`src/core/twm_pkg.sv`:
```
// Purpose: Shared constants and types for the 8-bit waveform timer block
// Assumes: APB slave with 32-bit data, one aligned word per register
// Notes: Register offsets are byte addresses
package twm_pkg;
  // Register byte offsets
  localparam logic [7:0] OFS_CTRL_A = 8'h00;
  localparam logic [7:0] OFS_CTRL_B = 8'h04;
  localparam logic [7:0] OFS_COUNT = 8'h08;
  localparam logic [7:0] OFS_CMP_A = 8'h0C;
  localparam logic [7:0] OFS_CMP_B = 8'h10;
  localparam logic [7:0] OFS_IRQ_STAT = 8'h14;
  localparam logic [7:0] OFS_IRQ_MASK = 8'h18;
  localparam logic [7:0] OFS_PIN_DIR = 8'h1C;
  // Field positions
  localparam int CHA_HI = 7;
  localparam int CHA_LO = 6;
  localparam int CHB_HI = 5;
  localparam int CHB_LO = 4;
  localparam int WGM_HI_POS = 3;
  localparam logic [7:0] CTRL_A_RMASK = 8'hF3;
  localparam logic [7:0] CTRL_B_RMASK = 8'h08;
  localparam logic [7:0] RST_CTRL = 8'h00;
  localparam logic [7:0] RST_BYTE = 8'h00;
  localparam logic [2:0] RST_IRQ = 3'h0;
  localparam logic [7:0] CNT_MAX = 8'hFF;
  localparam logic [7:0] CNT_BOTTOM = 8'h00;
  // Status bit positions
  localparam int IRQ_OVF = 0;
  localparam int IRQ_CMPA = 1;
  localparam int IRQ_CMPB = 2;
  // Output action codes
  localparam logic [1:0] ACT_OFF = 2'h0;
  localparam logic [1:0] ACT_TOG = 2'h1;
  localparam logic [1:0] ACT_CLR = 2'h2;
  localparam logic [1:0] ACT_SET = 2'h3;
  // Decoded operating mode
  typedef enum logic [1:0] {
    TWM_NORMAL, TWM_CLEAR_ON_MATCH, TWM_FAST, TWM_PHASE
  } twm_kind_e;
  // Per-channel compare events handed to the output cell
  typedef struct packed {
    logic match;
    logic at_bottom;
    logic at_top;
    logic counting_up;
    logic cmp_is_top;
  } twm_evt_s;
endpackage

```
`src/core/twm_chan.sv`:
```
// Purpose: One compare output channel of the waveform timer
// Assumes: Events arrive unqualified; the output flop gates them with clk_en and tick
// Notes: Channel B passes allow_toggle low so code 01 stays reserved
module twm_chan (
  input wire logic clk_sys,
  input wire logic sys_rst,
  input wire logic clk_en,
  input wire logic tick,
  input wire logic [1:0] action,
  input wire twm_pkg::twm_kind_e kind,
  input wire logic allow_toggle,
  input wire twm_pkg::twm_evt_s evt,
  output logic wave_out,
  output logic connected
);
  logic wave_reg;
  logic wave_next;
  logic pwm_hi; // Action high bit selects PWM set/clear behaviour
  logic inv; // Inverting polarity
  logic tog_ok; // Toggle code allowed in PWM modes
  logic special; // Compare equals TOP with action high bit set
  logic pwm_kind; // Counter runs one of the PWM sequences

  assign pwm_hi = action[1];
  assign inv = action[0];
  assign tog_ok = (action == twm_pkg::ACT_TOG) && allow_toggle;
  assign special = evt.cmp_is_top && pwm_hi;
  assign pwm_kind = (kind == twm_pkg::TWM_FAST) ||
    (kind == twm_pkg::TWM_PHASE);
  // Code 01 without toggle permission leaves the pin to the port in PWM
  assign connected = (action != twm_pkg::ACT_OFF) && // RULE1
    !(pwm_kind && action == twm_pkg::ACT_TOG && !allow_toggle); // RULE5 RULE6

  // Next output level by mode and action
  always_comb begin
    wave_next = wave_reg;
    case (kind)
      twm_pkg::TWM_NORMAL, twm_pkg::TWM_CLEAR_ON_MATCH: begin
        if (evt.match) begin // RULE3 RULE4
          case (action)
            twm_pkg::ACT_TOG: wave_next = ~wave_reg;
            twm_pkg::ACT_CLR: wave_next = 1'b0;
            twm_pkg::ACT_SET: wave_next = 1'b1;
            default: wave_next = wave_reg;
          endcase
        end
      end
      twm_pkg::TWM_FAST: begin
        if (pwm_hi) begin // RULE5 RULE6
          if (special) begin
            // Match ignored; level set at BOTTOM only
            // BOTTOM keeps its usual level, so the output stays flat
            if (evt.at_bottom) wave_next = ~inv; // RULE7
          end else if (evt.match) begin
            wave_next = inv;
          end else if (evt.at_bottom) begin
            wave_next = ~inv;
          end
        end else if (tog_ok && evt.match) begin
          wave_next = ~wave_reg;
        end
      end
      twm_pkg::TWM_PHASE: begin
        if (pwm_hi) begin // RULE8 RULE9
          if (special) begin
            // Match ignored; level settles at TOP
            if (evt.at_top) wave_next = ~inv; // RULE10
          end else if (evt.match) begin
            wave_next = evt.counting_up ? inv : ~inv;
          end
        end else if (tog_ok && evt.match) begin
          wave_next = ~wave_reg;
        end
      end
      default: wave_next = wave_reg;
    endcase
  end

  // Output flop, updated only on timer ticks
  always_ff @(posedge clk_sys) begin
    if (sys_rst) wave_reg <= 1'b0;
    else if (clk_en && tick) wave_reg <= wave_next;
  end

  assign wave_out = wave_reg;
endmodule // twm_chan

```
`src/core/twm_timer.sv`:
```
// Purpose: 8-bit timer with waveform mode control and two outputs
// Assumes: APB master keeps requests stable until pready
// Notes: Zero wait states; pready is always high
//
// Contract
// (RULE1) Nonzero action field connects compare output to pin
// (RULE2) Software sets pin direction before pin drives
// (RULE3) Channel A non-PWM: off, toggle, clear, set
// (RULE4) Channel B non-PWM decodes same as A
// (RULE5) Fast PWM A: clear/set, inverted, toggle if high
// (RULE6) Fast PWM B: clear/set, inverted, 01 reserved
// (RULE7) Fast PWM compare at TOP acts at BOTTOM
// (RULE8) Phase PWM A: up clears, down sets, toggles
// (RULE9) Phase PWM B: same, code 01 reserved
// (RULE10) Phase PWM compare at TOP acts at TOP
// (RULE11) Control bits 3:2 read as zero
// (RULE12) Three-bit mode from high bit and low bits
// (RULE13) TOP is 0xFF or compare A per mode
// (RULE14) Compare writes immediate or buffered to TOP
// (RULE15) Overflow flag at MAX, BOTTOM or TOP
// (RULE16) High mode bit is control B bit 3
// (RULE17) Fast PWM counts to TOP then clears
// (RULE18) Phase PWM counts up, down, holds TOP once
// (RULE19) Control register resets to zero
//
// Our own choices: the register offsets and the APB interface to the registers.
module twm_timer #(
  parameter int PRESCALE = 1 // Timer clock divider
) (
  input wire logic clk_sys,
  input wire logic sys_rst,
  input wire logic clk_en,
  input wire logic psel,
  input wire logic penable,
  input wire logic pwrite,
  input wire logic [7:0] paddr,
  input wire logic [31:0] pwdata,
  output logic [31:0] prdata,
  output logic pready,
  output logic pslverr,
  output logic compare_out_a,
  output logic compare_out_a_oe,
  output logic compare_out_b,
  output logic compare_out_b_oe,
  output logic irq
);
  // Registers
  // Every state element sits behind the single synchronous reset and
  // the clk_en freeze, so a frozen timer resumes exactly where it
  // stopped
  logic [7:0] ctrl_a_reg; // waveform_control_a
  logic [7:0] ctrl_b_reg; // waveform_control_b, only mode high bit kept
  logic [7:0] count_reg;
  logic [7:0] cmp_a_buf_reg; // Software-written compare A
  logic [7:0] cmp_b_buf_reg;
  logic [7:0] cmp_a_reg; // Active compare A
  logic [7:0] cmp_b_reg;
  logic [2:0] stat_reg;
  logic [2:0] mask_reg;
  logic [1:0] dir_reg; // Pin direction bits
  logic up_reg; // Phase correct direction
  logic [15:0] pre_reg; // Prescaler count
  logic block_reg; // Match blocked after count write

  // Bus decode
  // Every access finishes in its first access cycle, so the decode is
  // purely combinational; an address off the map raises pslverr and
  // the write is dropped rather than aliased onto a real register
  wire logic acc = psel && penable;
  wire logic wr = acc && pwrite;
  wire logic rd = acc && !pwrite;
  wire logic hit_ca = (paddr == twm_pkg::OFS_CTRL_A);
  wire logic hit_cb = (paddr == twm_pkg::OFS_CTRL_B);
  wire logic hit_cnt = (paddr == twm_pkg::OFS_COUNT);
  wire logic hit_oa = (paddr == twm_pkg::OFS_CMP_A);
  wire logic hit_ob = (paddr == twm_pkg::OFS_CMP_B);
  wire logic hit_st = (paddr == twm_pkg::OFS_IRQ_STAT);
  wire logic hit_mk = (paddr == twm_pkg::OFS_IRQ_MASK);
  wire logic hit_dir = (paddr == twm_pkg::OFS_PIN_DIR);
  wire logic hit_any = hit_ca | hit_cb | hit_cnt | hit_oa | hit_ob |
                       hit_st | hit_mk | hit_dir;

  // Mode decode
  // The three mode bits live in two registers; software that writes
  // them one at a time passes through an intermediate mode for one
  // bus transfer. Reserved modes 4 and 6 fall back to normal counting
  // so the outputs never hold a state that no table defines
  wire logic [2:0] wave_mode_select =
    {ctrl_b_reg[twm_pkg::WGM_HI_POS], ctrl_a_reg[1:0]}; // RULE12 RULE16
  wire logic wave_mode_high_bit = wave_mode_select[2];
  twm_pkg::twm_kind_e kind;
  always_comb begin
    case (wave_mode_select) // RULE12
      3'h1, 3'h5: kind = twm_pkg::TWM_PHASE;
      3'h2: kind = twm_pkg::TWM_CLEAR_ON_MATCH;
      3'h3, 3'h7: kind = twm_pkg::TWM_FAST;
      default: kind = twm_pkg::TWM_NORMAL; // Reserved 4, 6 run as normal
    endcase
  end
  wire logic top_is_cmp = (wave_mode_select == 3'h2) ||
    (wave_mode_select == 3'h5) || (wave_mode_select == 3'h7);
  wire logic [7:0] top_val =
    top_is_cmp ? cmp_a_reg : twm_pkg::CNT_MAX; // RULE13
  wire logic buffered = (kind == twm_pkg::TWM_FAST) ||
    (kind == twm_pkg::TWM_PHASE); // RULE14

  // Timer tick from prescaler
  // The divider runs only while clk_en is high; with PRESCALE of one
  // every enabled clock is a timer tick. A wider divider trades PWM
  // frequency for resolution of slow periods
  wire logic tick = (pre_reg == 16'(PRESCALE - 1));
  wire logic at_top = (count_reg == top_val);
  wire logic at_bot = (count_reg == twm_pkg::CNT_BOTTOM);
  wire logic at_max = (count_reg == twm_pkg::CNT_MAX);
  wire logic cnt_wr = wr && hit_cnt;

  // Next count per mode
  // Normal mode wraps through 0xFF by plain overflow of the adder.
  // Clear-on-match and fast PWM return to BOTTOM on the tick after TOP.
  // Phase correct turns round at TOP and at BOTTOM, so each end value
  // is shown for exactly one tick and the period is twice TOP
  logic [7:0] count_next;
  logic up_next;
  always_comb begin
    count_next = count_reg + 8'h01;
    up_next = up_reg;
    case (kind)
      twm_pkg::TWM_CLEAR_ON_MATCH, twm_pkg::TWM_FAST: begin
        if (at_top) count_next = twm_pkg::CNT_BOTTOM; // RULE17
      end
      twm_pkg::TWM_PHASE: begin // RULE18
        if (up_reg && at_top) begin
          up_next = 1'b0;
          count_next = count_reg - 8'h01;
        end else if (!up_reg && at_bot) begin
          up_next = 1'b1;
        end else if (!up_reg) begin
          count_next = count_reg - 8'h01;
        end
      end
      default: count_next = count_reg + 8'h01;
    endcase
  end

  // Overflow event per mode
  // The event is taken on a tick, so it marks the cycle in which the
  // counter shows MAX, BOTTOM or TOP; the flag itself rises one clock
  // later, together with the next count value
  logic ovf_evt;
  always_comb begin
    case (wave_mode_select) // RULE15
      3'h1, 3'h5: ovf_evt = at_bot && !up_reg;
      3'h7: ovf_evt = at_top;
      default: ovf_evt = at_max;
    endcase
  end

  // Compare events
  // A match is masked for one tick after a counter write. The BOTTOM
  // action of fast PWM is taken on the tick that leaves TOP, which is
  // the same tick that clears the counter
  wire logic m_a = (count_reg == cmp_a_reg) && !block_reg;
  wire logic m_b = (count_reg == cmp_b_reg) && !block_reg;
  twm_pkg::twm_evt_s evt_a;
  twm_pkg::twm_evt_s evt_b;
  // Fast PWM BOTTOM action fires on the TOP-to-BOTTOM step
  assign evt_a = '{match: m_a, at_bottom: at_top, at_top: at_top,
                   counting_up: up_reg, cmp_is_top: cmp_a_reg == top_val};
  assign evt_b = '{match: m_b, at_bottom: at_top, at_top: at_top,
                   counting_up: up_reg, cmp_is_top: cmp_b_reg == top_val};
  wire logic [2:0] evt_vec = {m_b, m_a, ovf_evt};

  // Control and compare registers
  // Writes land only while clk_en is high; a bus master that drops the
  // enable in mid transfer loses the write, which is the price of a
  // single freeze input. Reserved control bits are masked on entry so
  // the stored value and the read value never differ
  always_ff @(posedge clk_sys) begin
    if (sys_rst) begin
      ctrl_a_reg <= twm_pkg::RST_CTRL; // RULE19
      ctrl_b_reg <= twm_pkg::RST_CTRL;
      mask_reg <= twm_pkg::RST_IRQ;
      dir_reg <= 2'h0;
      cmp_a_buf_reg <= twm_pkg::RST_BYTE;
      cmp_b_buf_reg <= twm_pkg::RST_BYTE;
    end else if (clk_en) begin
      if (wr && hit_ca) ctrl_a_reg <= pwdata[7:0] & twm_pkg::CTRL_A_RMASK;
      if (wr && hit_cb) ctrl_b_reg <= pwdata[7:0] & twm_pkg::CTRL_B_RMASK;
      if (wr && hit_mk) mask_reg <= pwdata[2:0];
      if (wr && hit_dir) dir_reg <= pwdata[1:0];
      if (wr && hit_oa) cmp_a_buf_reg <= pwdata[7:0];
      if (wr && hit_ob) cmp_b_buf_reg <= pwdata[7:0];
    end
  end

  // Active compare values: immediate or loaded at TOP
  // In PWM modes the written value waits in the buffer until the tick
  // at TOP, so a new duty cycle never cuts a period short and no glitch
  // pulse reaches the pin. Non-PWM modes copy it on the next clock,
  // which a reader sees as immediate
  always_ff @(posedge clk_sys) begin
    if (sys_rst) begin
      cmp_a_reg <= twm_pkg::RST_BYTE;
      cmp_b_reg <= twm_pkg::RST_BYTE;
    end else if (clk_en) begin
      if (!buffered || (tick && at_top)) begin // RULE14
        cmp_a_reg <= cmp_a_buf_reg;
        cmp_b_reg <= cmp_b_buf_reg;
      end
    end
  end

  // Counter, direction and prescaler
  // A software write to the counter wins over the tick of the same
  // clock and suppresses the compare match on the next tick; changing
  // the count while it runs can still step over a match, which users
  // must allow for
  always_ff @(posedge clk_sys) begin
    if (sys_rst) begin
      count_reg <= twm_pkg::RST_BYTE;
      up_reg <= 1'b1;
      pre_reg <= 16'h0000;
      block_reg <= 1'b0;
    end else if (clk_en) begin
      pre_reg <= tick ? 16'h0000 : pre_reg + 16'h0001;
      if (cnt_wr) begin
        // Software write blocks the next compare match
        count_reg <= pwdata[7:0];
        block_reg <= 1'b1;
      end else if (tick) begin
        count_reg <= count_next;
        up_reg <= up_next;
        block_reg <= 1'b0;
      end
    end
  end

  // Sticky status; a set in the same cycle as the read-clear wins
  // Only bits already captured in prdata are cleared, so an event
  // landing on the setup edge survives until the next read
  wire logic st_rd = rd && hit_st;
  wire logic [2:0] st_set = (clk_en && tick) ? evt_vec : 3'h0;
  wire logic [2:0] st_keep = st_rd ? (stat_reg & ~prdata[2:0]) : stat_reg;
  always_ff @(posedge clk_sys) begin
    if (sys_rst) stat_reg <= twm_pkg::RST_IRQ;
    else if (clk_en) stat_reg <= st_keep | st_set;
  end
  // Interrupt is a level, high while any unmasked status bit is set
  assign irq = |(stat_reg & mask_reg);

  // Output channels
  // Both channels share one cell; channel B refuses the toggle code in
  // PWM modes, so its code 01 stays reserved and leaves the pin to the
  // port logic. The pin enables also need the matching direction bit
  logic con_a;
  logic con_b;
  twm_chan u_chan_a (
    .clk_sys(clk_sys), .sys_rst(sys_rst), .clk_en(clk_en), .tick(tick),
    .action(ctrl_a_reg[twm_pkg::CHA_HI:twm_pkg::CHA_LO]), .kind(kind),
    .allow_toggle(wave_mode_high_bit), .evt(evt_a),
    .wave_out(compare_out_a), .connected(con_a)
  );
  twm_chan u_chan_b (
    .clk_sys(clk_sys), .sys_rst(sys_rst), .clk_en(clk_en), .tick(tick),
    .action(ctrl_a_reg[twm_pkg::CHB_HI:twm_pkg::CHB_LO]), .kind(kind),
    .allow_toggle(1'b0), .evt(evt_b),
    .wave_out(compare_out_b), .connected(con_b)
  );
  // Pin driven only when connected and direction is output
  assign compare_out_a_oe = con_a && dir_reg[0]; // RULE1 RULE2
  assign compare_out_b_oe = con_b && dir_reg[1]; // RULE1 RULE2

  // Read mux
  // Unmapped addresses read zero; the upper bits of each word are
  // always zero, since every register is one byte wide
  logic [7:0] rsel;
  always_comb begin
    rsel = 8'h00;
    if (hit_ca) rsel = ctrl_a_reg & twm_pkg::CTRL_A_RMASK; // RULE11
    if (hit_cb) rsel = ctrl_b_reg;
    if (hit_cnt) rsel = count_reg;
    if (hit_oa) rsel = cmp_a_buf_reg;
    if (hit_ob) rsel = cmp_b_buf_reg;
    if (hit_st) rsel = {5'h00, stat_reg};
    if (hit_mk) rsel = {5'h00, mask_reg};
    if (hit_dir) rsel = {6'h00, dir_reg};
  end

  // Read data latched during setup so it is a flop at access
  // Capturing in the setup cycle keeps prdata a flop output without
  // adding a wait state; the cost is that a value changing between
  // setup and access is returned as it stood at setup
  // pready is tied high and pslverr is decoded from the address
  always_ff @(posedge clk_sys) begin
    if (sys_rst) prdata <= 32'h00000000;
    else if (clk_en && psel && !penable) prdata <= {24'h000000, rsel};
  end
  assign pready = 1'b1;
  assign pslverr = acc && !hit_any;
endmodule // twm_timer

```
`config.mk`:
```
export PLATFORM = sky130hd
export DESIGN_NAME = twm_timer
export DESIGN_NICKNAME = d
export VERILOG_FILES = /design/src/core/twm_pkg.sv /design/src/core/twm_chan.sv /design/src/core/twm_timer.sv
export SDC_FILE = /design/constraint.sdc
export NUM_CORES = 1
export LEC_CHECK = 0
export ABC_AREA = 1
export BUFFER_PORTS_ARGS = -buffer_cell sky130_fd_sc_hd__buf_2
export CAP_MARGIN = 5
export CORE_MARGIN = 4
export CORE_UTILIZATION = 62
export CTS_CLUSTER_DIAMETER = 120
export CTS_CLUSTER_SIZE = 30
export DETAILED_ROUTE_END_ITERATION = 8
export PLACE_DENSITY = 0.92
export SETUP_SLACK_MARGIN = 0.2
export SYNTH_ARGS = -nofsm -noshare
export SYNTH_HDL_FRONTEND = slang
export SYNTH_SLANG_ARGS = --single-unit
```
`constraint.sdc`:
```
create_clock -name clk_sys -period 4.5 [get_ports clk_sys]
set_clock_uncertainty 0.2 [all_clocks]
set_input_delay 0.675 -clock clk_sys [delete_from_list [all_inputs] [get_ports clk_sys]]
set_output_delay 0.675 -clock clk_sys [all_outputs]
set_load 0.05 [all_outputs]
```
-- After elaboration in Yosys (flattened, before gate mapping)
Index checks and enable logic that the tools add are counted.
W data, S select, Z words.
- add/subtract/negate cells: 3
- equal/unequal tests: 35
- multiplexer cells: 48
- bitwise logic cells: 16
- reductions and logical operators: 68
- operators by type and width (cell ; count):
    $mux W8 ; 15
    $eq A8 B8 Y1 ; 5
    $eq A8 B5 Y1 const B ; 4
    $logic_and A1 B1 Y1 ; 31
    $mux W1 ; 23
    $add A16 B1 Y16 const B ; 1
    $eq A8 B4 Y1 const B ; 2
    $logic_not A16 Y1 ; 1
    $logic_not A8 Y1 ; 2
    $mux W16 ; 1
    $pmux W8 S2 ; 1
    $reduce_and A2 Y1 ; 8
    $eq A2 B2 Y1 const B ; 6
    $pmux W1 S3 ; 4
    $logic_not A1 Y1 ; 9
    $add A8 B1 Y8 const B ; 1
    $eq A8 B3 Y1 const B ; 1
    $eq A8 B8 Y1 const B ; 1
    $ne A2 B2 Y1 const B ; 4
    $ne A4 B3 Y1 const B ; 2
    $reduce_bool A2 Y1 ; 4
    $reduce_or A2 Y1 ; 4
    $sub A8 B1 Y8 const B ; 1
    $or A1 B1 Y1 ; 7
    other kinds (19) ; 32
- bits in registers: 83
- word-level logic and storage cells: 186

-- Logic depth before layout (Yosys ltp)
Gate-level depths: netlist of run 1.
- depth in word-level cells: 10
- gate-level depth with buffers: 18

-- Hierarchy
From an unflattened synthesis of run 1, not the netlist that was laid out.
- cell total of the unflattened synthesis: 813
- area total of the unflattened synthesis: 5393.9 um^2
- modules (own cells, without submodules) (module ; times used ; cells each ; area each (um^2)):
    twm_timer ; 1 ; 711 ; 4868.4
    twm_chan ; 2 ; 51 ; 262.8

-- Worst setup path before layout of run 1
No wires, ideal clock.
- path type: register to output
- from: register ctrl_a_reg[7]
- to: output compare_out_a_oe
- data arrival time: 2.032 ns
- data required time: 3.625 ns
- path slack: 1.593 ns
- cell stages (with the launch flop): 4
- buffers on the path: 0
- cell sequence: dfxtp_1 > inv_1 > ha_1 > a311oi_1
- cells in the longest elaborated chain, start to end: 6
- elaborated cells between the ends (all ways): 7
- those cells by class: 1 x eq/ne; 6 x reduce/logical
- ends and longest elaborated chain (what ; RTL line ; source):
    start: declaration ; twm_timer.sv:51 ; logic [7:0] ctrl_a_reg;
    start signal: assignment ; twm_timer.sv:180 ; ctrl_a_reg <= twm_pkg::RST_CTRL;
    start signal: assignment ; twm_timer.sv:187 ; if (wr && hit_ca) ctrl_a_reg <= pwdata[7:0] & twm_pkg::CTRL_A_RMASK;
    $eq A2 B1 Y1 ; twm_chan.sv:32 ; !(pwm_kind && action == twm_pkg::ACT_TOG && !allow_toggle);
    $logic_and A1 B1 Y1 (2 in a row) ; twm_chan.sv:32 ;
    $logic_not A1 Y1 ; twm_chan.sv:32 ;
    $logic_and A1 B1 Y1 (*) ; twm_chan.sv:31 ; assign connected = (action != twm_pkg::ACT_OFF) &&
    $logic_and A1 B1 Y1 (*) ; twm_timer.sv:270 ; assign compare_out_a_oe = con_a && dir_reg[0];
    end: declaration ; twm_timer.sv:42 ; output logic compare_out_a_oe,
Every way passes the cells marked *; elsewhere a longest branch is shown, timed or not.

-- Worst setup path in the final report of run 1
- from: register ctrl_a_reg[0]
- to: register cmp_b_reg[4]
- cells in the longest elaborated chain, start to end: 8
- elaborated cells between the ends (all ways): 19
- those cells by class: 8 x eq/ne; 2 x mux; 9 x reduce/logical
- ends and longest elaborated chain (what ; RTL line ; source):
    $eq A3 B3 Y1, or another cell as far along ; twm_timer.sv:93, twm_timer.sv:101 ;
    $reduce_or A2 Y1 or $logic_or A1 B1 Y1 (tied branches) ; twm_timer.sv:93, twm_timer.sv:100 ;
    $pmux W2 S3 or $logic_or A1 B1 Y1 (tied branches) ; twm_timer.sv:93, twm_timer.sv:101 ;
    $eq A2 B2 Y1, or another cell as far along ; twm_timer.sv:104 ; wire logic buffered = (kind == twm_pkg::TWM_FAST) ||
    $logic_or A1 B1 Y1 or $eq A8 B8 Y1 (tied branches) ; twm_timer.sv:104, twm_timer.sv:112 ;
    $logic_not A1 Y1 or $logic_and A1 B1 Y1 (tied branches) ; twm_timer.sv:206 ; if (!buffered || (tick && at_top)) begin
    $logic_or A1 B1 Y1 (*) ; twm_timer.sv:206 ;
    $reduce_and A2 Y1 (no line) (*) ; - ;
    end signal: assignment ; twm_timer.sv:204 ; cmp_b_reg <= twm_pkg::RST_BYTE;
    end signal: assignment ; twm_timer.sv:208 ; cmp_b_reg <= cmp_b_buf_reg;
    end: declaration ; twm_timer.sv:57 ; logic [7:0] cmp_b_reg;
Marked as above.
A chain may end at the register's enable or synchronous reset.

==> flow_summary.json, run 1 <==
{
  "setup_tns_ns": 0,
  "endpoint_kind": "register",
  "start_util_pct": 64.5,
  "area_growth_pct": 4.93,
  "cp_max_fo": 21,
  "setup-violations-final": 0,
  "die_h_microns": 101,
  "p_switching_mw": 0.531,
  "yosys_warnings": 0,
  "async_flop_share_pct": 0,
  "netlist_area_sq_um": 5350,
  "layout-drive-gt1-share_pct": 8.24,
  "clock-sinks": 83,
  "cts_tree": "yes",
  "dieArea_sq_um": 10200,
  "seqCellArea_sq_um": 1660,
  "largest_reg_flops": 16,
  "antenna_cells": 0,
  "vias": 5672,
  "pwr-share-seq_pct": 49.7,
  "status": "complete, no violations",
  "clock_path_buffers": 2,
  "n_fill_cell": 717,
  "rows": 33,
  "rsz0062_at_grt": "false",
  "grt.overflow.total": 0,
  "critPathKind": "register to register",
  "post-route-util_pct": 67.7,
  "post-route-period-util_pct": 67.0,
  "dp_cells": 938,
  "syn_inst": 824,
  "met2_usage_pct": 45.9,
  "cts_setup_buffers": 0,
  "grt_pass1_vias": 4892,
  "dr.pass1.iters": 6,
  "start_kind": "register",
  "cts_max_level": 3,
  "irDropWorstVdd_v": 0.000223,
  "fmax_mhz": 332,
  "grt_max_degree": 49,
  "wire_per_inst_microns": 15.7,
  "p_comb_share_pct": 16.4,
  "synth-edff-count": 0,
  "yosysSeqAreaShare_pct": 31.0,
  "grt.total_usage_pct": 29.7,
  "ys.flop_type": "dfxtp_1",
  "use_met3_pct": 4.36,
  "grt_pass1_wl_microns": 24200,
  "grt-busiest-layer": "met2",
  "io_pins": 85,
  "antenna_found_initial": 0,
  "path_clk_slew_ns": 0.10,
  "mostFrequentLayoutCell": "nand2_1",
  "final_cell_mix": "nand2_1 (169), inv_1 (103), a21oi_1 (86), dfxtp_1 (83), o21ai_0 (78)",
  "viasPerCell": 5.95,
  "critPathArrivalTime_ns": 3.08,
  "hold_ws_ns": 0.271,
  "min_period_ns": 3.02,
  "tightestPinTransition_ns": 0.879,
  "slew_headroom_pct": 41.2,
  "cp.required_ns": 4.57,
  "io_buffers": 35,
  "synth-seq-cells": 83,
  "hold_class": "register to register",
  "max_cap_viol_count": 0,
  "p_int_mw": 1.03,
  "hold_violations": 0,
  "fin_nets": 901,
  "p_sw_share_pct": 34.0,
  "postCtsResizedCells": 0,
  "synth_cell_types": 42,
  "drt_iter0_markers": 773,
  "globalplace.congestion": 0.983,
  "clkPwrFrac_pct": 33.9,
  "wl_microns": 15000,
  "power_density_nw_per_um2": 278,
  "ant_nets": 0,
  "leakage_nw": 2.44,
  "met1_usage_pct": 41.8,
  "cts_buffers": 9,
  "cts.hold.buffers_added": 0,
  "root_buffer": "clkbuf_8",
  "die_w_microns": 101,
  "drcViolationCount": 0,
  "dp_hpwl_microns": 11000,
  "instances_no_fill": 954,
  "slew_violations": 0,
  "avgSynthCellArea_sq_um": 6.50,
  "design.core.area_sq_um": 8300,
  "multi_input_area_sq_um": 3030,
  "insertion_delay_ns": 0.37
}
==> cell usage after synthesis, types with 4 or more instances <==
cell | number | area (sq um)
o22ai_1 | 9 | 56.3
ha_1 | 11 | 138
nand4_1 | 28 | 175
o211ai_1 | 7 | 52.6
nor4_1 | 5 | 31.3
dfxtp_1 | 83 | 1660
buf_2 | 9 | 45.0
clkbuf_1 | 11 | 41.3
inv_2 | 5 | 18.8
nor2_1 | 64 | 240
xnor2_1 | 4 | 35.0
buf_4 | 27 | 203
nand2_1 | 169 | 634
o21ai_0 | 78 | 390
a21oi_1 | 86 | 430
inv_1 | 103 | 387
nor3_1 | 13 | 65.1
o221ai_1 | 5 | 43.8
xor2_1 | 13 | 114
o21ai_1 | 4 | 20.0
nand3_1 | 50 | 250
==> critical path: stages, from the launching register on <==
cell and delay (ns):
dfxtp_1 0.48, nand2_1 0.48, nand2_1 0.38, nand2_1 0.08, nand2_1 0.09, nand3_2 0.08, nor2_4 0.22, nand2_4 0.11
inv_2 0.14, nand2_2 0.08, nand2_4 0.18, inv_4 0.11, o21ai_0 0.20, a21oi_1 0.06
==> layout make-up <==
type,instances,share of cell area [%]
inverters,112,7.53
well taps,105,2.34
clock buffers,9,2.20
clock inverters,7,1.11
repair buffers,36,3.25
multi-input cells,602,54.0
flip-flops and latches,83,29.6
==> final timing paths <==
check | startpoint | endpoint | slack [ns] | depth (start not counted)
min reg2reg | prdata[6] | prdata[6] | 0.27 | 2
max reg2reg | ctrl_a_reg[0] | cmp_b_reg[4] | 1.48 | 13
max | ctrl_a_reg[0] | cmp_b_reg[4] | 1.48 | 13
min | prdata[6] | prdata[6] | 0.27 | 2
==> through the flow <==
stage	worst slack, ns	total power [mW]	cell area, sq um
after floorplan	1.59	0.999	5440
after global placement	1.47	1.04	5430
after detailed placement	1.46	1.04	5430
after CTS	1.56	1.55	5620
after global routing	1.22	1.62	5620
final	1.48	1.56	5620
==> cell families (layout without fill, tap and decap cells) <==
| logic type | count (synthesis) | after routing | share of synthesized area (%) |
|---|---|---|---|
| AOI/OAI and AO/OA | 207 | 207 | 21.2 |
| other | 2 | 25 | 0.140 |
| DFF | 83 | 83 | 31.0 |
| adders and majority gates | 11 | 11 | 2.57 |
| buffers and inverters | 162 | 164 | 13.9 |
| xor gates and xnor gates | 17 | 17 | 2.78 |
| and+or+nand+nor | 342 | 342 | 28.3 |
==> power groups by stage <==
stage,Combinational (mW),Clock [mW],Sequential (mW)
5_1_grt,0.281,0.558,0.779
2_1_floorplan,0.221,0,0.778
3_5_place_dp,0.248,0,0.792
4_1_cts,0.250,0.527,0.775
6_report,0.256,0.530,0.777
3_3_place_gp,0.243,0,0.792
==> layer usage <==
| metal | wire [microns] | share of wire (%) |
|---|---|---|
| met1 | 6430 | 43 |
| met2 | 6560 | 44 |
| met4 | 457 | 3.0 |
| met3 | 1580 | 11 |
| met5 | 0 | 0 |
Note: power is estimated with default switching activity, not from simulation.
==> inputs of run 2 (changes only) <==
--- a/config.mk
+++ b/config.mk
@@ -5,15 +5,15 @@
 export SDC_FILE = /design/constraint.sdc
 export NUM_CORES = 1
 export LEC_CHECK = 0
-export ABC_AREA = 1
+export ABC_AREA = 0
 export BUFFER_PORTS_ARGS = -buffer_cell sky130_fd_sc_hd__buf_2
 export CAP_MARGIN = 5
 export CORE_MARGIN = 4
-export CORE_UTILIZATION = 62
+export CORE_UTILIZATION = 52
 export CTS_CLUSTER_DIAMETER = 120
 export CTS_CLUSTER_SIZE = 30
 export DETAILED_ROUTE_END_ITERATION = 8
-export PLACE_DENSITY = 0.92
+export PLACE_DENSITY = 0.83
 export SETUP_SLACK_MARGIN = 0.2
 export SYNTH_ARGS = -nofsm -noshare
 export SYNTH_HDL_FRONTEND = slang
==> constraint.sdc (replaced) <==
create_clock -name clk_sys -period 2.6 [get_ports clk_sys]
set_clock_uncertainty 0.2 [all_clocks]
set_input_delay 0.39 -clock clk_sys [delete_from_list [all_inputs] [get_ports clk_sys]]
set_output_delay 0.39 -clock clk_sys [all_outputs]
set_load 0.05 [all_outputs]
==> flow_summary.json, run 2 <==
{
  "rsz0062_at_grt": "true",
  "dieArea_sq_um": 12100,
  "dp_hpwl_microns": 13200,
  "die_w_microns": 110,
  "clock-sinks": 83,
  "start_util_pct": 54.4,
  "n_fill_cell": 776,
  "die_h_microns": 110,
  "io_pins": 85,
  "grt.total_usage_pct": 29.7,
  "viasPerCell": 6.29,
  "path_clk_slew_ns": 0.10,
  "io_buffers": 35,
  "layout-drive-gt1-share_pct": 26.2,
  "grt_pass1_vias": 5410,
  "grt_pass1_wl_microns": 27700,
  "rows": 36,
  "area_growth_pct": 25.3,
  "violations": "negative setup slack",
  "cp.required_ns": 2.70,
  "clock_path_buffers": 2,
  "yosysSeqAreaShare_pct": 30.7,
  "irDropWorstVdd_v": 0.000329,
  "critPathKind": "register to register",
  "largest_reg_flops": 16,
  "hold_ws_ns": 0.154,
  "critPathArrivalTime_ns": 2.72,
  "leakage_nw": 2.69,
  "ys.flop_type": "dfxtp_1",
  "ant_nets": 0,
  "wire_per_inst_microns": 20.0,
  "seqCellArea_sq_um": 1680,
  "endpoint_kind": "register",
  "final_cell_mix": "nor2_1 (94), dfxtp_1 (72), buf_4 (70), nand2_1 (56), a21oi_1 (43)",
  "antenna_found_initial": 1,
  "slew_violations": 0,
  "netlist_area_sq_um": 5420,
  "drcViolationCount": 0,
  "synth_most_common_cell": "nor2_1",
  "avgSynthCellArea_sq_um": 7.84,
  "tightestPinTransition_ns": 0.794,
  "async_flop_share_pct": 0,
  "root_buffer": "clkbuf_8",
  "max_cap_viol_count": 0,
  "synth-edff-count": 0,
  "yosys_warnings": 0,
  "min_period_ns": 2.62,
  "setup-violations-final": 1,
  "grt_max_degree": 27,
  "design_area_sq_um": 6790,
  "design.core.area_sq_um": 9950,
  "multi_input_area_sq_um": 3740,
  "drt_iter0_markers": 549,
  "cts.hold.buffers_added": 0,
  "cp_max_fo": 6,
  "post-route-period-util_pct": 101,
  "grt.overflow.total": 0,
  "fin_nets": 839,
  "wl_microns": 18400,
  "mostFrequentLayoutCell": "nor2_1",
  "cts_buffers": 9,
  "synth_top_area_cell": "dfxtp_1",
  "synth_cell_types": 74,
  "cts_tree": "yes",
  "cts_max_level": 3,
  "post-route-util_pct": 68.2,
  "slew_headroom_pct": 46.7,
  "ys_top_cells_by_count": "nor2_1 (96), dfxtp_1 (83), nand2_1 (57)",
  "start_kind": "register",
  "placed_area_sq_um": 6140,
  "yosys-top-cells-area": "dfxtp_1 (31%), mux2i_1 (7.4%), nor2_1 (6.7%)",
  "vias": 5788,
  "synth-seq-cells": 83,
  "status": "finished, violations left",
  "worst_slack_ns": -0.0166,
  "antenna_cells": 0,
  "globalplace.congestion": 0.990,
  "fmax_mhz": 382,
  "syn_inst": 691,
  "power_density_nw_per_um2": 407,
  "dr.pass1.iters": 5,
  "hold_class": "primary input to register",
  "pre_cts_ws_ns": -0.388,
  "synth_top_area_share_pct": 30.7,
  "insertion_delay_ns": 0.38,
  "hold_violations": 0
}
==> run 2: cell types whose count changed in the layout (fill, tap and decap cells not counted), moves of 8 or more <==
cell | previous run | this run
buf_6 | 0 | 13
xnor2_1 | 4 | 17
nand3_1 | 50 | 27
or3_1 | 0 | 8
o21ai_0 | 78 | 18
dfxtp_1 | 83 | 72
nor2_1 | 64 | 94
a21oi_1 | 86 | 43
nand4_1 | 28 | 11
nand2_1 | 169 | 56
inv_1 | 103 | 23
buf_4 | 1 | 70
dfxtp_2 | 0 | 10
mux2i_1 | 0 | 38
==> run 2: worst paths after layout <==
path	from	to	slack (ns)	cells after the start
worst max-delay path	ctrl_b_reg[3]	count_reg[2]	-0.02	10
worst min-delay path	pwdata[7]	cmp_a_buf_reg[7]	0.15	3
worst max register to register	ctrl_b_reg[3]	count_reg[2]	-0.02	10
worst min register to register	cmp_a_buf_reg[7]	cmp_a_buf_reg[7]	0.28	2
==> run 2: cell families after synthesis <==
| kind of cell | share of synthesized area (%) |
|---|---|
| and+or+nand+nor | 25.3 |
| buffers and inverters | 8.41 |
| muxes | 7.60 |
| xor gates and xnor gates | 5.50 |
| adders and majority gates | 2.54 |
| other | 0.139 |
| AOI/OAI and AO/OA | 19.8 |
| DFF | 30.7 |
==> run 2: metal layers <==
layer	part of all wire [%]	GRT usage, %	wire (microns)
met2	45	47.1	8290
met1	40	39.5	7430
met4	5.5	14.1	1020
met5	0.071	0	13
met3	9.2	4.66	1690
==> run 2: what timing repair did <==
action | in CTS | in global routing
gates cloned | 0 | 1
gates resized for setup | 36 | 40
setup endpoints to repair | 28 | 31
pin swaps | 11 | 18
buffers inserted | 6 | 5
==> run 2: final cells by class <==
cell class	count	share of cell area [%]
multi-input cells	542	55.1
flip-flops and latches	83	24.7
repair buffers	121	13.7
well taps	133	2.45
clock buffers	9	1.83
inverters	25	1.38
clock inverters	7	0.848
==> run 2: power by group <==
part | switching [mW] | internal [mW] | leakage, nW | total, mW
logic | 0.353 | 0.176 | 1.92 | 0.529
clock network | 0.557 | 0.363 | 0.0950 | 0.920
registers | 0.0242 | 1.29 | 0.676 | 1.31
==> run 2: critical path, cell delays in order, from the launching register on <==
cell and delay (ns):
dfxtp_2 0.33, or3b_4 0.47, buf_6 0.16, and2_4 0.18, buf_6 0.12, a31oi_4 0.23
buf_6 0.15, o31ai_4 0.09, a211o_1 0.27, a21o_1 0.18, a31oi_1 0.15
==> run 2: stage by stage <==
stage	power, mW	TNS (ns)	std cells
after global routing	2.84	-0.280	920
after floorplan	1.69	-0.0541	714
final	2.76	-0.0166	920
after detailed placement	1.81	-3.94	892
after global placement	1.81	-3.09	892
after CTS	2.72	0	914
==> inputs of run 3 (changes only) <==
--- a/config.mk
+++ b/config.mk
@@ -13,8 +13,10 @@
 export CTS_CLUSTER_DIAMETER = 120
 export CTS_CLUSTER_SIZE = 30
 export DETAILED_ROUTE_END_ITERATION = 8
+export HOLD_SLACK_MARGIN = 0.1
 export PLACE_DENSITY = 0.83
 export SETUP_SLACK_MARGIN = 0.2
+export SKIP_CTS_REPAIR_TIMING = 1
 export SYNTH_ARGS = -nofsm -noshare
 export SYNTH_HDL_FRONTEND = slang
 export SYNTH_SLANG_ARGS = --single-unit
==> flow_summary.json, run 3 (synthesis gave the netlist of run 2 again) <==
{
  "worst_slack_ns": 0.00504,
  "post-route-period-util_pct": 99.8,
  "min_from": "pwdata[6]",
  "critPathArrivalTime_ns": 2.68,
  "grt_pass1_wl_microns": 27200,
  "mostFrequentLayoutCell": "nor2_1",
  "max_cap_viol_count": 0,
  "irDropWorstVdd_v": 0.000343,
  "n_fill_cell": 804,
  "start_util_pct": 54.4,
  "worstReg2RegEnd": "u_chan_b.wave_out",
  "viasPerCell": 6.23,
  "layout-drive-gt1-share_pct": 25.2,
  "start_kind": "register",
  "grt_max_degree": 27,
  "die_h_microns": 110,
  "ant_nets": 0,
  "clock_path_buffers": 2,
  "r2r_cells": 9,
  "placed_area_sq_um": 6140,
  "dr.pass1.iters": 7,
  "status": "complete, no violations",
  "p_int_mw": 1.83,
  "root_buffer": "clkbuf_8",
  "hold_ws_ns": 0.157,
  "vias": 5704,
  "cp.required_ns": 2.69,
  "area_growth_pct": 22.9,
  "post-route-util_pct": 66.9,
  "slew_violations": 0,
  "design_area_sq_um": 6660,
  "min_path_cells": 3,
  "fin_nets": 834,
  "hold_violations": 0,
  "grt.overflow.total": 0,
  "dp_hpwl_microns": 13200,
  "multi_input_area_sq_um": 3670,
  "globalplace.congestion": 0.990,
  "hold_end": "cmp_a_buf_reg[6]",
  "endpoint_kind": "register",
  "min_period_ns": 2.59,
  "p_switching_mw": 0.916,
  "final_cell_mix": "nor2_1 (94), dfxtp_1 (74), buf_4 (72), nand2_1 (56), a21oi_1 (44)",
  "io_pins": 85,
  "cts_max_level": 3,
  "die_w_microns": 110,
  "rows": 36,
  "hold_class": "primary input to register",
  "power_density_nw_per_um2": 412,
  "pre_cts_ws_ns": -0.388,
  "critPathKind": "register to register",
  "wire_per_inst_microns": 19.3,
  "rrSetupSlack_ns": 0.005,
  "rsz0062_at_grt": "true",
  "cp_max_fo": 7,
  "grt_pass1_vias": 5312,
  "design.core.area_sq_um": 9950,
  "cts_tree": "yes",
  "drcViolationCount": 0,
  "seqCellArea_sq_um": 1670,
  "path_clk_slew_ns": 0.10,
  "setup-violations-final": 0,
  "insertion_delay_ns": 0.38,
  "drt_iter0_markers": 445,
  "fmax_mhz": 385,
  "clock-sinks": 83,
  "dieArea_sq_um": 12100,
  "pwr-share-seq_pct": 47.9,
  "r2r-start": "ctrl_a_reg[0]",
  "antenna_found_initial": 0,
  "io_buffers": 35,
  "wl_microns": 17700,
  "leakage_nw": 2.62,
  "tightestPinTransition_ns": 0.693,
  "p_comb_share_pct": 18.8,
  "cts_buffers": 9,
  "setup_tns_ns": 0,
  "slew_headroom_pct": 53.5,
  "largest_reg_flops": 16,
  "p_sw_share_pct": 33.4,
  "grt.total_usage_pct": 29.1,
  "clkPwrFrac_pct": 33.3
}
[run 3: cell count changes in the layout (fill, tap and decap cells not counted), moves of 2 or more]
| cell | change |
|---|---|
| o21ai_1 | -2 |
| a21oi_4 | -2 |
| dfxtp_1 | +2 |
| buf_6 | -7 |
| buf_4 | +2 |
[run 3: how the worst max path moves through the flow]
stage | startpoint | endpoint | cells after the start | slack [ns]
detailed placement | paddr[0] | count_reg[4] | 9 | -0.39
floorplan | count_reg[1] | count_reg[4] | 10 | -0.03
finish | ctrl_a_reg[0] | u_chan_b.wave_out | 9 | 0.005
global placement | paddr[0] | count_reg[2] | 9 | -0.35
CTS | count_reg[2] | cmp_b_reg[5] | 9 | -0.16
global route | ctrl_a_reg[0] | count_reg[1] | 9 | -0.1
[run 3: worst max-delay path, cell delays in order, from the launching register on]
cell and delay (ns):
dfxtp_2 0.33, or3b_4 0.45, buf_6 0.15, and2_4 0.19, a31o_4 0.23, buf_4 0.16, nand3_4 0.11, o2111ai_2 0.12
mux2_4 0.30, a311oi_2 0.26
[run 3: power by group through the flow]
stage | combinational, mW | clock, mW | sequential (mW)
final | 0.516 | 0.914 | 1.31
after global routing | 0.547 | 0.963 | 1.31
after CTS | 0.473 | 0.920 | 1.31
after detailed placement | 0.471 | 0 | 1.34
after global placement | 0.467 | 0 | 1.34
after floorplan | 0.351 | 0 | 1.34
[run 3: through the flow]
stage / total power, mW / cells
2_1_floorplan: 1.69 / 714
3_3_place_gp: 1.81 / 892
3_5_place_dp: 1.81 / 892
4_1_cts: 2.70 / 908
5_1_grt: 2.82 / 915
6_report: 2.74 / 916
[run 3: area by class of cell]
type | instances | share of cell area, %
Multi-Input combinational cell | 542 | 55.2
Sequential cell | 83 | 25.1
Timing Repair Buffer | 116 | 13.0
Tap cell | 133 | 2.50
Clock buffer | 9 | 1.86
Inverter | 25 | 1.41
Clock inverter | 7 | 0.865
Antenna cell | 1 | 0.0376
[run 3: per-layer routing]
| layer | vias to the layer above | routed length, microns | track usage (%) |
|---|---|---|---|
| met5 | - | 0 | 0 |
| met4 | 0 | 705 | 12.4 |
| met3 | 59 | 1410 | 5.42 |
| met2 | 292 | 8140 | 46.6 |
| met1 | 2720 | 7410 | 38.4 |
| li1 | 2633 | - | - |
